**config.mk**
```make
export PLATFORM = sky130hd
export DESIGN_NAME = ptr_top
export DESIGN_NICKNAME = d
export VERILOG_FILES = /design/src/hw/ptr_dmem.v /design/src/hw/ptr_top.v
export VERILOG_INCLUDE_DIRS = /design/src /design/src/hw
export SDC_FILE = /design/constraint.sdc
export NUM_CORES = 2
export LEC_CHECK = 0
export BUFFER_PORTS_ARGS = -buffer_cell sky130_fd_sc_hd__buf_4
export CAP_MARGIN = 15
export CELL_PAD_IN_SITES_DETAIL_PLACEMENT = 0
export CELL_PAD_IN_SITES_GLOBAL_PLACEMENT = 1
export CORE_MARGIN = 2
export CORE_UTILIZATION = 52
export DETAILED_ROUTE_END_ITERATION = 7
export PLACE_DENSITY_LB_ADDON = 0.1
export RECOVER_POWER = 50
export SLEW_MARGIN = 0
export SYNTH_ARGS = -nofsm -noshare
export SYNTH_HDL_FRONTEND = slang
export SYNTH_SLANG_ARGS = --single-unit
```
**constraint.sdc**
```tcl
create_clock -name i_ref_clk -period 12 [get_ports i_ref_clk]
set_input_delay 0 -clock i_ref_clk [delete_from_list [all_inputs] [get_ports i_ref_clk]]
set_output_delay 0 -clock i_ref_clk [all_outputs]
set_load 0.01 [all_outputs]
```
**src/hw/ptr_regs.vh**
```
// constants for the program memory table-read block
`ifndef PTR_REGS_VH
`define PTR_REGS_VH
`define PTR_ADDR_TBL_LOW   8'h07
`define PTR_ADDR_TBL_HIGH  8'h08
`define PTR_ADDR_TBL_PTRH  8'h1f
`define PTR_ADDR_IND       8'h00
`define PTR_ADDR_INDPTR    8'h01
`define PTR_ADDR_GP_BASE   8'h40
`define PTR_GP_DEPTH       160
`define PTR_VEC_TMR1       12'h00c
`define PTR_PAGE_LAST      4'hf
`define PTR_AXI_CTRL       8'h00
`define PTR_AXI_STAT       8'h04
`define PTR_AXI_THB        8'h08
`define PTR_AXI_TLOW       8'h0c
`define PTR_AXI_THIGH      8'h10
`define PTR_AXI_IPTR       8'h14
`define PTR_AXI_DADDR      8'h18
`define PTR_AXI_DDATA      8'h1c
`define PTR_AXI_VEC        8'h20
`define PTR_CTRL_HPEN      0
`define PTR_CTRL_IMPL_LSB  1
`define PTR_RESP_OKAY      2'b00
`define PTR_RESP_SLVERR    2'b10
`endif

```
**src/hw/ptr_dmem.v**
```verilog
// general purpose data memory with bit set and clear
`timescale 1ns/1ps
module ptr_dmem (
  input  wire       i_ref_clk,
  input  wire [7:0] i_addr,
  input  wire       i_we,
  input  wire [7:0] i_wdata,
  input  wire       i_bset,
  input  wire       i_bclr,
  input  wire [2:0] i_bit,
  output wire [7:0] o_rdata
);
  reg  [7:0] mem [0:159];
  wire [7:0] rd_w;
  wire [7:0] mask_w;

  // asynchronous read of the current word
  assign rd_w    = (i_addr < 8'd160) ? mem[i_addr] : 8'h00;
  assign mask_w  = 8'h01 << i_bit;
  assign o_rdata = rd_w;

  // word write or read-modify-write of one bit
  always @(posedge i_ref_clk) begin
    if (i_addr < 8'd160) begin
      if (i_we)
        mem[i_addr] <= i_wdata;
      else if (i_bset)
        mem[i_addr] <= rd_w | mask_w;
      else if (i_bclr)
        mem[i_addr] <= rd_w & ~mask_w;
    end
  end
endmodule // ptr_dmem

```
**src/hw/ptr_top.v**
```verilog
// table-read path: address forming, two-cycle sequencing, pointer registers, data memory
//
// The AXI4-Lite register port was decided locally.
`timescale 1ns/1ps
`include "ptr_regs.vh"
module ptr_top (
  input  wire        i_ref_clk,
  input  wire        i_rst_n,
  // axi4-lite slave
  input  wire [31:0] i_awaddr,
  input  wire        i_awvalid,
  output wire        o_awready,
  input  wire [31:0] i_wdata,
  input  wire [3:0]  i_wstrb,
  input  wire        i_wvalid,
  output wire        o_wready,
  output reg  [1:0]  o_bresp,
  output reg         o_bvalid,
  input  wire        i_bready,
  input  wire [31:0] i_araddr,
  input  wire        i_arvalid,
  output wire        o_arready,
  output reg  [31:0] o_rdata,
  output reg  [1:0]  o_rresp,
  output reg         o_rvalid,
  input  wire        i_rready,
  // core side
  input  wire [11:0] i_pc,
  input  wire        i_tab_cur,
  input  wire        i_tab_last,
  input  wire [7:0]  i_tab_dst,
  input  wire        i_tmr1_ovf,
  input  wire        i_tmr1_en,
  input  wire        i_stack_full,
  output reg         o_vec_take,
  output reg  [11:0] o_vec_addr,
  output reg         o_busy,
  // program memory port
  output reg  [11:0] o_pm_addr,
  output reg         o_pm_tab,
  input  wire [15:0] i_pm_data
);
  localparam ST_IDLE  = 3'b001;
  localparam ST_FETCH = 3'b010;
  localparam ST_XFER  = 3'b100;

  reg  [2:0]  state_r;
  reg  [7:0]  tbl_low_r;
  reg  [7:0]  tbl_ptrh_r;
  reg  [7:0]  tbl_high_r;
  reg  [7:0]  ind_ptr_r;
  reg         hpen_r;
  reg  [7:0]  impl_mask_r;
  reg  [11:0] tab_addr_r;
  reg  [7:0]  dst_r;
  reg  [7:0]  sw_daddr_r;
  reg  [7:0]  cnt_r;
  reg         aw_hold_r;
  reg  [31:0] aw_addr_r;
  reg         w_hold_r;
  reg  [31:0] w_data_r;
  reg  [3:0]  w_strb_r;
  reg  [11:0] tab_addr_nxt;
  reg  [7:0]  rd_word;
  reg  [7:0]  dm_addr;
  reg         dm_we;
  reg  [7:0]  dm_wdata;
  wire [7:0]  dm_rdata;
  wire        wr_go;

  // table address forming
  always @* begin
    if (i_tab_last)
      tab_addr_nxt = {`PTR_PAGE_LAST, tbl_low_r};
    else if (hpen_r)
      tab_addr_nxt = {tbl_ptrh_r[3:0], tbl_low_r};
    else
      tab_addr_nxt = {i_pc[11:8], tbl_low_r};
  end

  // two-cycle table instruction sequencer
  always @(posedge i_ref_clk or negedge i_rst_n) begin
    if (!i_rst_n) begin
      state_r    <= ST_IDLE;
      tab_addr_r <= 12'h000;
      dst_r      <= 8'h00;
      tbl_high_r <= 8'h00;
      cnt_r      <= 8'h00;
    end else begin
      case (state_r)
        ST_IDLE: begin
          if (i_tab_cur || i_tab_last) begin
            tab_addr_r <= tab_addr_nxt;
            dst_r      <= i_tab_dst;
            state_r    <= ST_FETCH;
          end
        end
        ST_FETCH: begin
          state_r <= ST_XFER;
        end
        ST_XFER: begin
          tbl_high_r <= i_pm_data[15:8] & impl_mask_r;
          cnt_r      <= cnt_r + 8'h01;
          state_r    <= ST_IDLE;
        end
        default: state_r <= ST_IDLE;
      endcase
    end
  end

  // program port: table address while a read owns it, else the fetch address
  always @(posedge i_ref_clk or negedge i_rst_n) begin
    if (!i_rst_n) begin
      o_pm_addr <= 12'h000;
      o_pm_tab  <= 1'b0;
      o_busy    <= 1'b0;
    end else begin
      o_pm_tab  <= (state_r == ST_IDLE) && (i_tab_cur || i_tab_last);
      o_pm_addr <= ((state_r == ST_IDLE) && (i_tab_cur || i_tab_last)) ?
                   tab_addr_nxt : i_pc;
      o_busy    <= (state_r == ST_IDLE) && (i_tab_cur || i_tab_last);
    end
  end

  // timer 1 vector request
  always @(posedge i_ref_clk or negedge i_rst_n) begin
    if (!i_rst_n) begin
      o_vec_take <= 1'b0;
      o_vec_addr <= 12'h000;
    end else begin
      o_vec_take <= i_tmr1_ovf && i_tmr1_en && !i_stack_full;
      o_vec_addr <= `PTR_VEC_TMR1;
    end
  end

  // axi4-lite write channel capture
  assign o_awready = !aw_hold_r && !o_bvalid;
  assign o_wready  = !w_hold_r && !o_bvalid;
  assign wr_go     = aw_hold_r && w_hold_r && !o_bvalid && (state_r != ST_XFER);

  always @(posedge i_ref_clk or negedge i_rst_n) begin
    if (!i_rst_n) begin
      aw_hold_r <= 1'b0;
      aw_addr_r <= 32'h0000_0000;
      w_hold_r  <= 1'b0;
      w_data_r  <= 32'h0000_0000;
      w_strb_r  <= 4'h0;
    end else begin
      if (i_awvalid && o_awready) begin
        aw_hold_r <= 1'b1;
        aw_addr_r <= i_awaddr;
      end else if (wr_go) begin
        aw_hold_r <= 1'b0;
      end
      if (i_wvalid && o_wready) begin
        w_hold_r <= 1'b1;
        w_data_r <= i_wdata;
        w_strb_r <= i_wstrb;
      end else if (wr_go) begin
        w_hold_r <= 1'b0;
      end
    end
  end

  // register writes and write response
  always @(posedge i_ref_clk or negedge i_rst_n) begin
    if (!i_rst_n) begin
      tbl_low_r   <= 8'h00;
      tbl_ptrh_r  <= 8'h00;
      ind_ptr_r   <= 8'h00;
      hpen_r      <= 1'b0;
      impl_mask_r <= 8'hff;
      sw_daddr_r  <= 8'h00;
      o_bvalid    <= 1'b0;
      o_bresp     <= `PTR_RESP_OKAY;
    end else begin
      if (o_bvalid && i_bready)
        o_bvalid <= 1'b0;
      if (wr_go) begin
        o_bvalid <= 1'b1;
        o_bresp  <= `PTR_RESP_OKAY;
        case (aw_addr_r[7:0])
          `PTR_AXI_CTRL: begin
            if (w_strb_r[0]) begin
              hpen_r <= w_data_r[`PTR_CTRL_HPEN];
            end
            if (w_strb_r[1]) begin
              impl_mask_r <= w_data_r[15:8];
            end
          end
          `PTR_AXI_TLOW:  if (w_strb_r[0]) tbl_low_r  <= w_data_r[7:0];
          `PTR_AXI_THIGH: if (w_strb_r[0]) tbl_ptrh_r <= w_data_r[7:0];
          `PTR_AXI_THB:   o_bresp <= `PTR_RESP_OKAY;
          `PTR_AXI_STAT:  o_bresp <= `PTR_RESP_OKAY;
          `PTR_AXI_IPTR:  if (w_strb_r[0]) ind_ptr_r  <= w_data_r[7:0];
          `PTR_AXI_DADDR: if (w_strb_r[0]) sw_daddr_r <= w_data_r[7:0];
          `PTR_AXI_DDATA: o_bresp <= `PTR_RESP_OKAY;
          `PTR_AXI_VEC:   o_bresp <= `PTR_RESP_OKAY;
          default:        o_bresp <= `PTR_RESP_SLVERR;
        endcase
      end
    end
  end

  // data memory port: table low byte has priority, then software data writes
  always @* begin
    dm_addr  = sw_daddr_r;
    dm_we    = 1'b0;
    dm_wdata = w_data_r[7:0];
    if (state_r == ST_XFER) begin
      dm_addr  = dst_r;
      dm_we    = 1'b1;
      dm_wdata = i_pm_data[7:0];
    end else if (wr_go && aw_addr_r[7:0] == `PTR_AXI_DDATA && w_strb_r[0]) begin
      dm_we = 1'b1;
    end else if (!(aw_hold_r && w_hold_r) && sw_daddr_r == 8'h00) begin
      dm_addr = ind_ptr_r;
    end
  end

  ptr_dmem i_ptr_dmem (
    .i_ref_clk (i_ref_clk),
    .i_addr    (dm_addr),
    .i_we      (dm_we),
    .i_wdata   (dm_wdata),
    .i_bset    (wr_go && aw_addr_r[7:0] == `PTR_AXI_DDATA && w_strb_r[1]
                && w_data_r[8]),
    .i_bclr    (wr_go && aw_addr_r[7:0] == `PTR_AXI_DDATA && w_strb_r[1]
                && w_data_r[9]),
    .i_bit     (w_data_r[12:10]),
    .o_rdata   (dm_rdata)
  );

  // register reads
  always @* begin
    case (i_araddr[7:0])
      `PTR_AXI_CTRL:  rd_word = {7'h00, hpen_r};
      `PTR_AXI_STAT:  rd_word = {5'h00, state_r};
      `PTR_AXI_THB:   rd_word = tbl_high_r;
      `PTR_AXI_TLOW:  rd_word = tbl_low_r;
      `PTR_AXI_THIGH: rd_word = tbl_ptrh_r;
      `PTR_AXI_IPTR:  rd_word = ind_ptr_r;
      `PTR_AXI_DADDR: rd_word = sw_daddr_r;
      `PTR_AXI_DDATA: rd_word = dm_rdata;
      `PTR_AXI_VEC:   rd_word = cnt_r;
      default:        rd_word = 8'h00;
    endcase
  end

  assign o_arready = !o_rvalid;

  // read response
  always @(posedge i_ref_clk or negedge i_rst_n) begin
    if (!i_rst_n) begin
      o_rvalid <= 1'b0;
      o_rdata  <= 32'h0000_0000;
      o_rresp  <= `PTR_RESP_OKAY;
    end else begin
      if (o_rvalid && i_rready)
        o_rvalid <= 1'b0;
      if (i_arvalid && o_arready) begin
        o_rvalid <= 1'b1;
        o_rdata  <= {24'h000000, rd_word};
        o_rresp  <= (i_araddr[7:0] > `PTR_AXI_VEC || i_araddr[1:0] != 2'b00) ?
                    `PTR_RESP_SLVERR : `PTR_RESP_OKAY;
      end
    end
  end
endmodule // ptr_top

```
==> impl_metrics.sql <==
INSERT INTO impl_metrics (metric_group, metric, value, unit) VALUES
('yosys', 'ys_async_sr_fraction', '8.77', '%'),
('sta', 'finalHoldWorstSlack', '0.0258', 'ns'),
('outcome', 'violations', 'capacitance limit, slew limit', ''),
('yosys', 'netlist.area_leader.share', '66.1', '%'),
('worst_hold_path', 'worstHoldPathCells', '4', ''),
('floorplanning', 'rows', '122', ''),
('yosys', 'seq_area_frac_synth', '71.4', '%'),
('pwr', 'power.density', '220', 'nW/um^2'),
('outcome', 'status', 'complete, but fails checks', ''),
('detailed_routing', 'final_antenna_net_count', '0', ''),
('sta', 'max_slew_margin', '-161', '%'),
('placed_design', 'place.gp.congestion', '0.908', ''),
('worst_hold_path', 'min_from', 'i_arvalid', ''),
('global_routing', 'grt_max_degree', '161', ''),
('floorplanning', 'die_w', '338', 'um'),
('critical_path', 'cp-end-kind', 'register', ''),
('critical_path', 'startpoint_kind_of_the_worst_setup_timing_path', 'register', ''),
('final_layout', 'largest_reg_flops', '1280', ''),
('detailed_routing', 'drt-wirelength-per-cell', '31.5', 'um'),
('clocking', 'cts-root-to-sink-buffers', '3', ''),
('sta', 'pnr_worst_setup_slack', '2.43', 'ns'),
('final_layout', 'reg_top3', 'i_ptr_dmem.mem (1280), w_data_r (16), o_pm_addr (12)', ''),
('critical_path', 'crit_type', 'reg2reg', ''),
('sta', 'final-hold-violation-count', '0', ''),
('critical_path', 'cp_cell_instances', 'nor3b_1, clkbuf_1, mux2i_1, o21a_1, buf_4, nor2_1, buf_4, buf_4, nand3_1, a41oi_1, o311ai_1, nor2_1, a31o_4, buf_4', ''),
('sta', 'totalNegativeSetupSlack', '0', 'ns'),
('global_routing', 'antenna_found_initial', '8', ''),
('detailed_routing', 'drc', '0', ''),
('final_layout', 'area_growth', '13.7', '%'),
('floorplanning', 'design.portCount', '216', ''),
('clocking', 'cts_tree', 'built', ''),
('critical_path', 'critPathBufInv', '5', ''),
('detailed_routing', 'firstDrtPassIters', '6', ''),
('yosys', 'main_combinational_cell_family_by_area_after_synthesis', 'simple AND/OR/NAND/NOR gates', ''),
('clocking', 'number_of_buffers_added_by_the_clock_tree_synthesis_step', '148', ''),
('final_layout', 'post_route_cells_drive_above_1_share', '11.8', '%'),
('detailed_routing', 'vias', '38822', ''),
('sta', 'worstMarginPinSlew', '3.91', 'ns'),
('yosys', 'ys.warnings.count', '0', ''),
('global_routing', 'vias_in_the_first_global_route', '36563', ''),
('sta', 'final_critical_path_time_including_i_o_delays_and_setup', '9.57', 'ns'),
('yosys', 'synth_simple_gate_area_share', '11.5', '%'),
('sta', 'grt_setup_unrepaired', 'false', ''),
('clocking', 'htreeDepth', '4', ''),
('sta', 'final_max_slew_viol_count', '225', ''),
('placed_design', 'detailed_place_hpwl', '116', 'mm'),
('yosys', 'synth.area.mux_share', '5.63', '%'),
('sta', 'finalClockSkew', '0.0289', 'ns'),
('yosys', 'post_synth_main_area_contributors', 'sky130_fd_sc_hd__edfxtp_1 66%, sky130_fd_sc_hd__dfrtp_1 4.9%, sky130_fd_sc_hd__nand2_1 4.8%', ''),
('worst_hold_path', 'timing.hold.worst.class', 'in2reg', ''),
('yosys', 'synth.avg_cell_area', '13.7', 'um^2'),
('yosys', 'synthAdderAreaFrac', '0.0215', '%'),
('yosys', 'netlist_area', '58100', 'um^2'),
('job', 'cap_violations', '6', ''),
('detailed_routing', 'postRouteWirelength', '192', 'mm'),
('floorplanning', 'floorplan.die_area', '114000', 'um^2'),
('critical_path', 'critical_path.slowest_cell', 'sky130_fd_sc_hd__clkbuf_1', ''),
('detailed_routing', 'vias_per_cell', '6.38', ''),
('final_layout', 'top_register', 'i_ptr_dmem.mem', ''),
('yosys', 'count_of_flip_flops_with_a_built_in_enable_after_synthesis', '1280', ''),
('yosys', 'synth_top_cell_by_area', 'sky130_fd_sc_hd__edfxtp_1', ''),
('floorplanning', 'floorplan.initialDensity', '52.4', '%'),
('critical_path', 'crit_family', 'buffers and inverters', ''),
('yosys', 'postSynthCellCount', '4243', ''),
('critical_path', 'worst-endpoint-required', '12.41', 'ns'),
('clocking', 'insertion_delay', '0.77', 'ns'),
('yosys', 'synth_compound_gate_area_share', '8.24', '%'),
('global_routing', 'grt_remaining_overflow', '0', ''),
('critical_path', 'critPathArrivalTime', '9.98', 'ns'),
('global_routing', 'grt_pass1_wl', '272', 'mm'),
('clocking', 'clock_sinks', '1403', '');
==> path summary, 6_finish.rpt <==
path                                          to  slack (ns)
setup / recovery           i_ptr_dmem.mem[77][1]        2.43
hold / removal                        o_rdata[7]        0.03
setup reg to reg           i_ptr_dmem.mem[77][1]        2.43
hold reg to reg                    tbl_high_r[5]        0.47
max in group asynchronous           w_data_r[13]        7.77
min in group asynchronous             state_r[0]        0.46
==> metal layers <==
layer  vias up  global-route usage (%)  wire length [um]
met5         -                       0                37
met4         6                    14.9              9590
met3       419                    7.54             20000
met2      2186                    50.3             86300
met1     19657                    46.3             75900
li1      16554                       -                 -
==> cells in the final DEF, fill, tap and decap left out, types with 48 or more instances in the layout <==
cell type	instances
sky130_fd_sc_hd__a211oi_1	83
sky130_fd_sc_hd__a21oi_1	92
sky130_fd_sc_hd__a31oi_1	71
sky130_fd_sc_hd__and3_1	69
sky130_fd_sc_hd__buf_4	174
sky130_fd_sc_hd__clkbuf_1	112
sky130_fd_sc_hd__clkbuf_16	153
sky130_fd_sc_hd__dfrtp_1	114
sky130_fd_sc_hd__dlygate4sd3_1	118
sky130_fd_sc_hd__edfxtp_1	1280
sky130_fd_sc_hd__mux2_2	106
sky130_fd_sc_hd__mux2i_1	185
sky130_fd_sc_hd__nand2_1	746
sky130_fd_sc_hd__nand3_1	297
sky130_fd_sc_hd__nor2_1	233
sky130_fd_sc_hd__o211ai_1	89
sky130_fd_sc_hd__o21ai_0	48
==> cell families (layout without fill, tap and decap cells) <==
family	count (synthesis)	count (layout)
other	2	41
buffers and inverters	359	674
flip-flops	1403	1403
XOR/XNOR	7	7
AO/OA/AOI/OAI	656	656
adder cells (fa/ha/maj)	1	1
multiplexers	302	302
AND/OR/NAND/NOR	1513	1513
==> power by group <==
group / internal, mW / switching, mW
Sequential: 6.25 / 0.162
Clock: 2.43 / 1.88
Combinational: 0.926 / 2.87
==> through the flow <==
stage / cell area, um^2 / std cells / util (%) / power, mW
6_report: 66100 / 6085 / 59.7 / 14.5
5_1_grt: 66100 / 6081 / 59.6 / 14.9
4_1_cts: 66400 / 6078 / 59.9 / 14.5
3_5_place_dp: 60700 / 5697 / 54.8 / 10.1
3_3_place_gp: 60700 / 5697 / 54.8 / 10.1
2_1_floorplan: 58300 / 4278 / - / 8.54
==> tightest hold or removal path, cell delays in order <==
cell and delay [ns]:
sky130_fd_sc_hd__buf_4 0.09, sky130_fd_sc_hd__nand2_1 0.34, sky130_fd_sc_hd__a21oi_1 0.26, sky130_fd_sc_hd__nor2_1 0.05
==> cell type report <==
type                       count  area (um^2)
antenna                        4         10.0
clock buffer                 209         4080
fill                        8805        44700
tap                         1488         1860
sequential                  1403        41500
timing repair buffer         364         2940
multi-input combinational   2516        15100
clock inverter                54          394
inverter                      47          176
==> timing repair <==
item / 4_1_cts / 5_1_grt
hold buffers: 118 / 1
hold endpoints to repair: 194 / 4
resized for setup: 0 / 0
buffers inserted: 0 / 0
No activity file was read; power rests on OpenSTA's default activity.
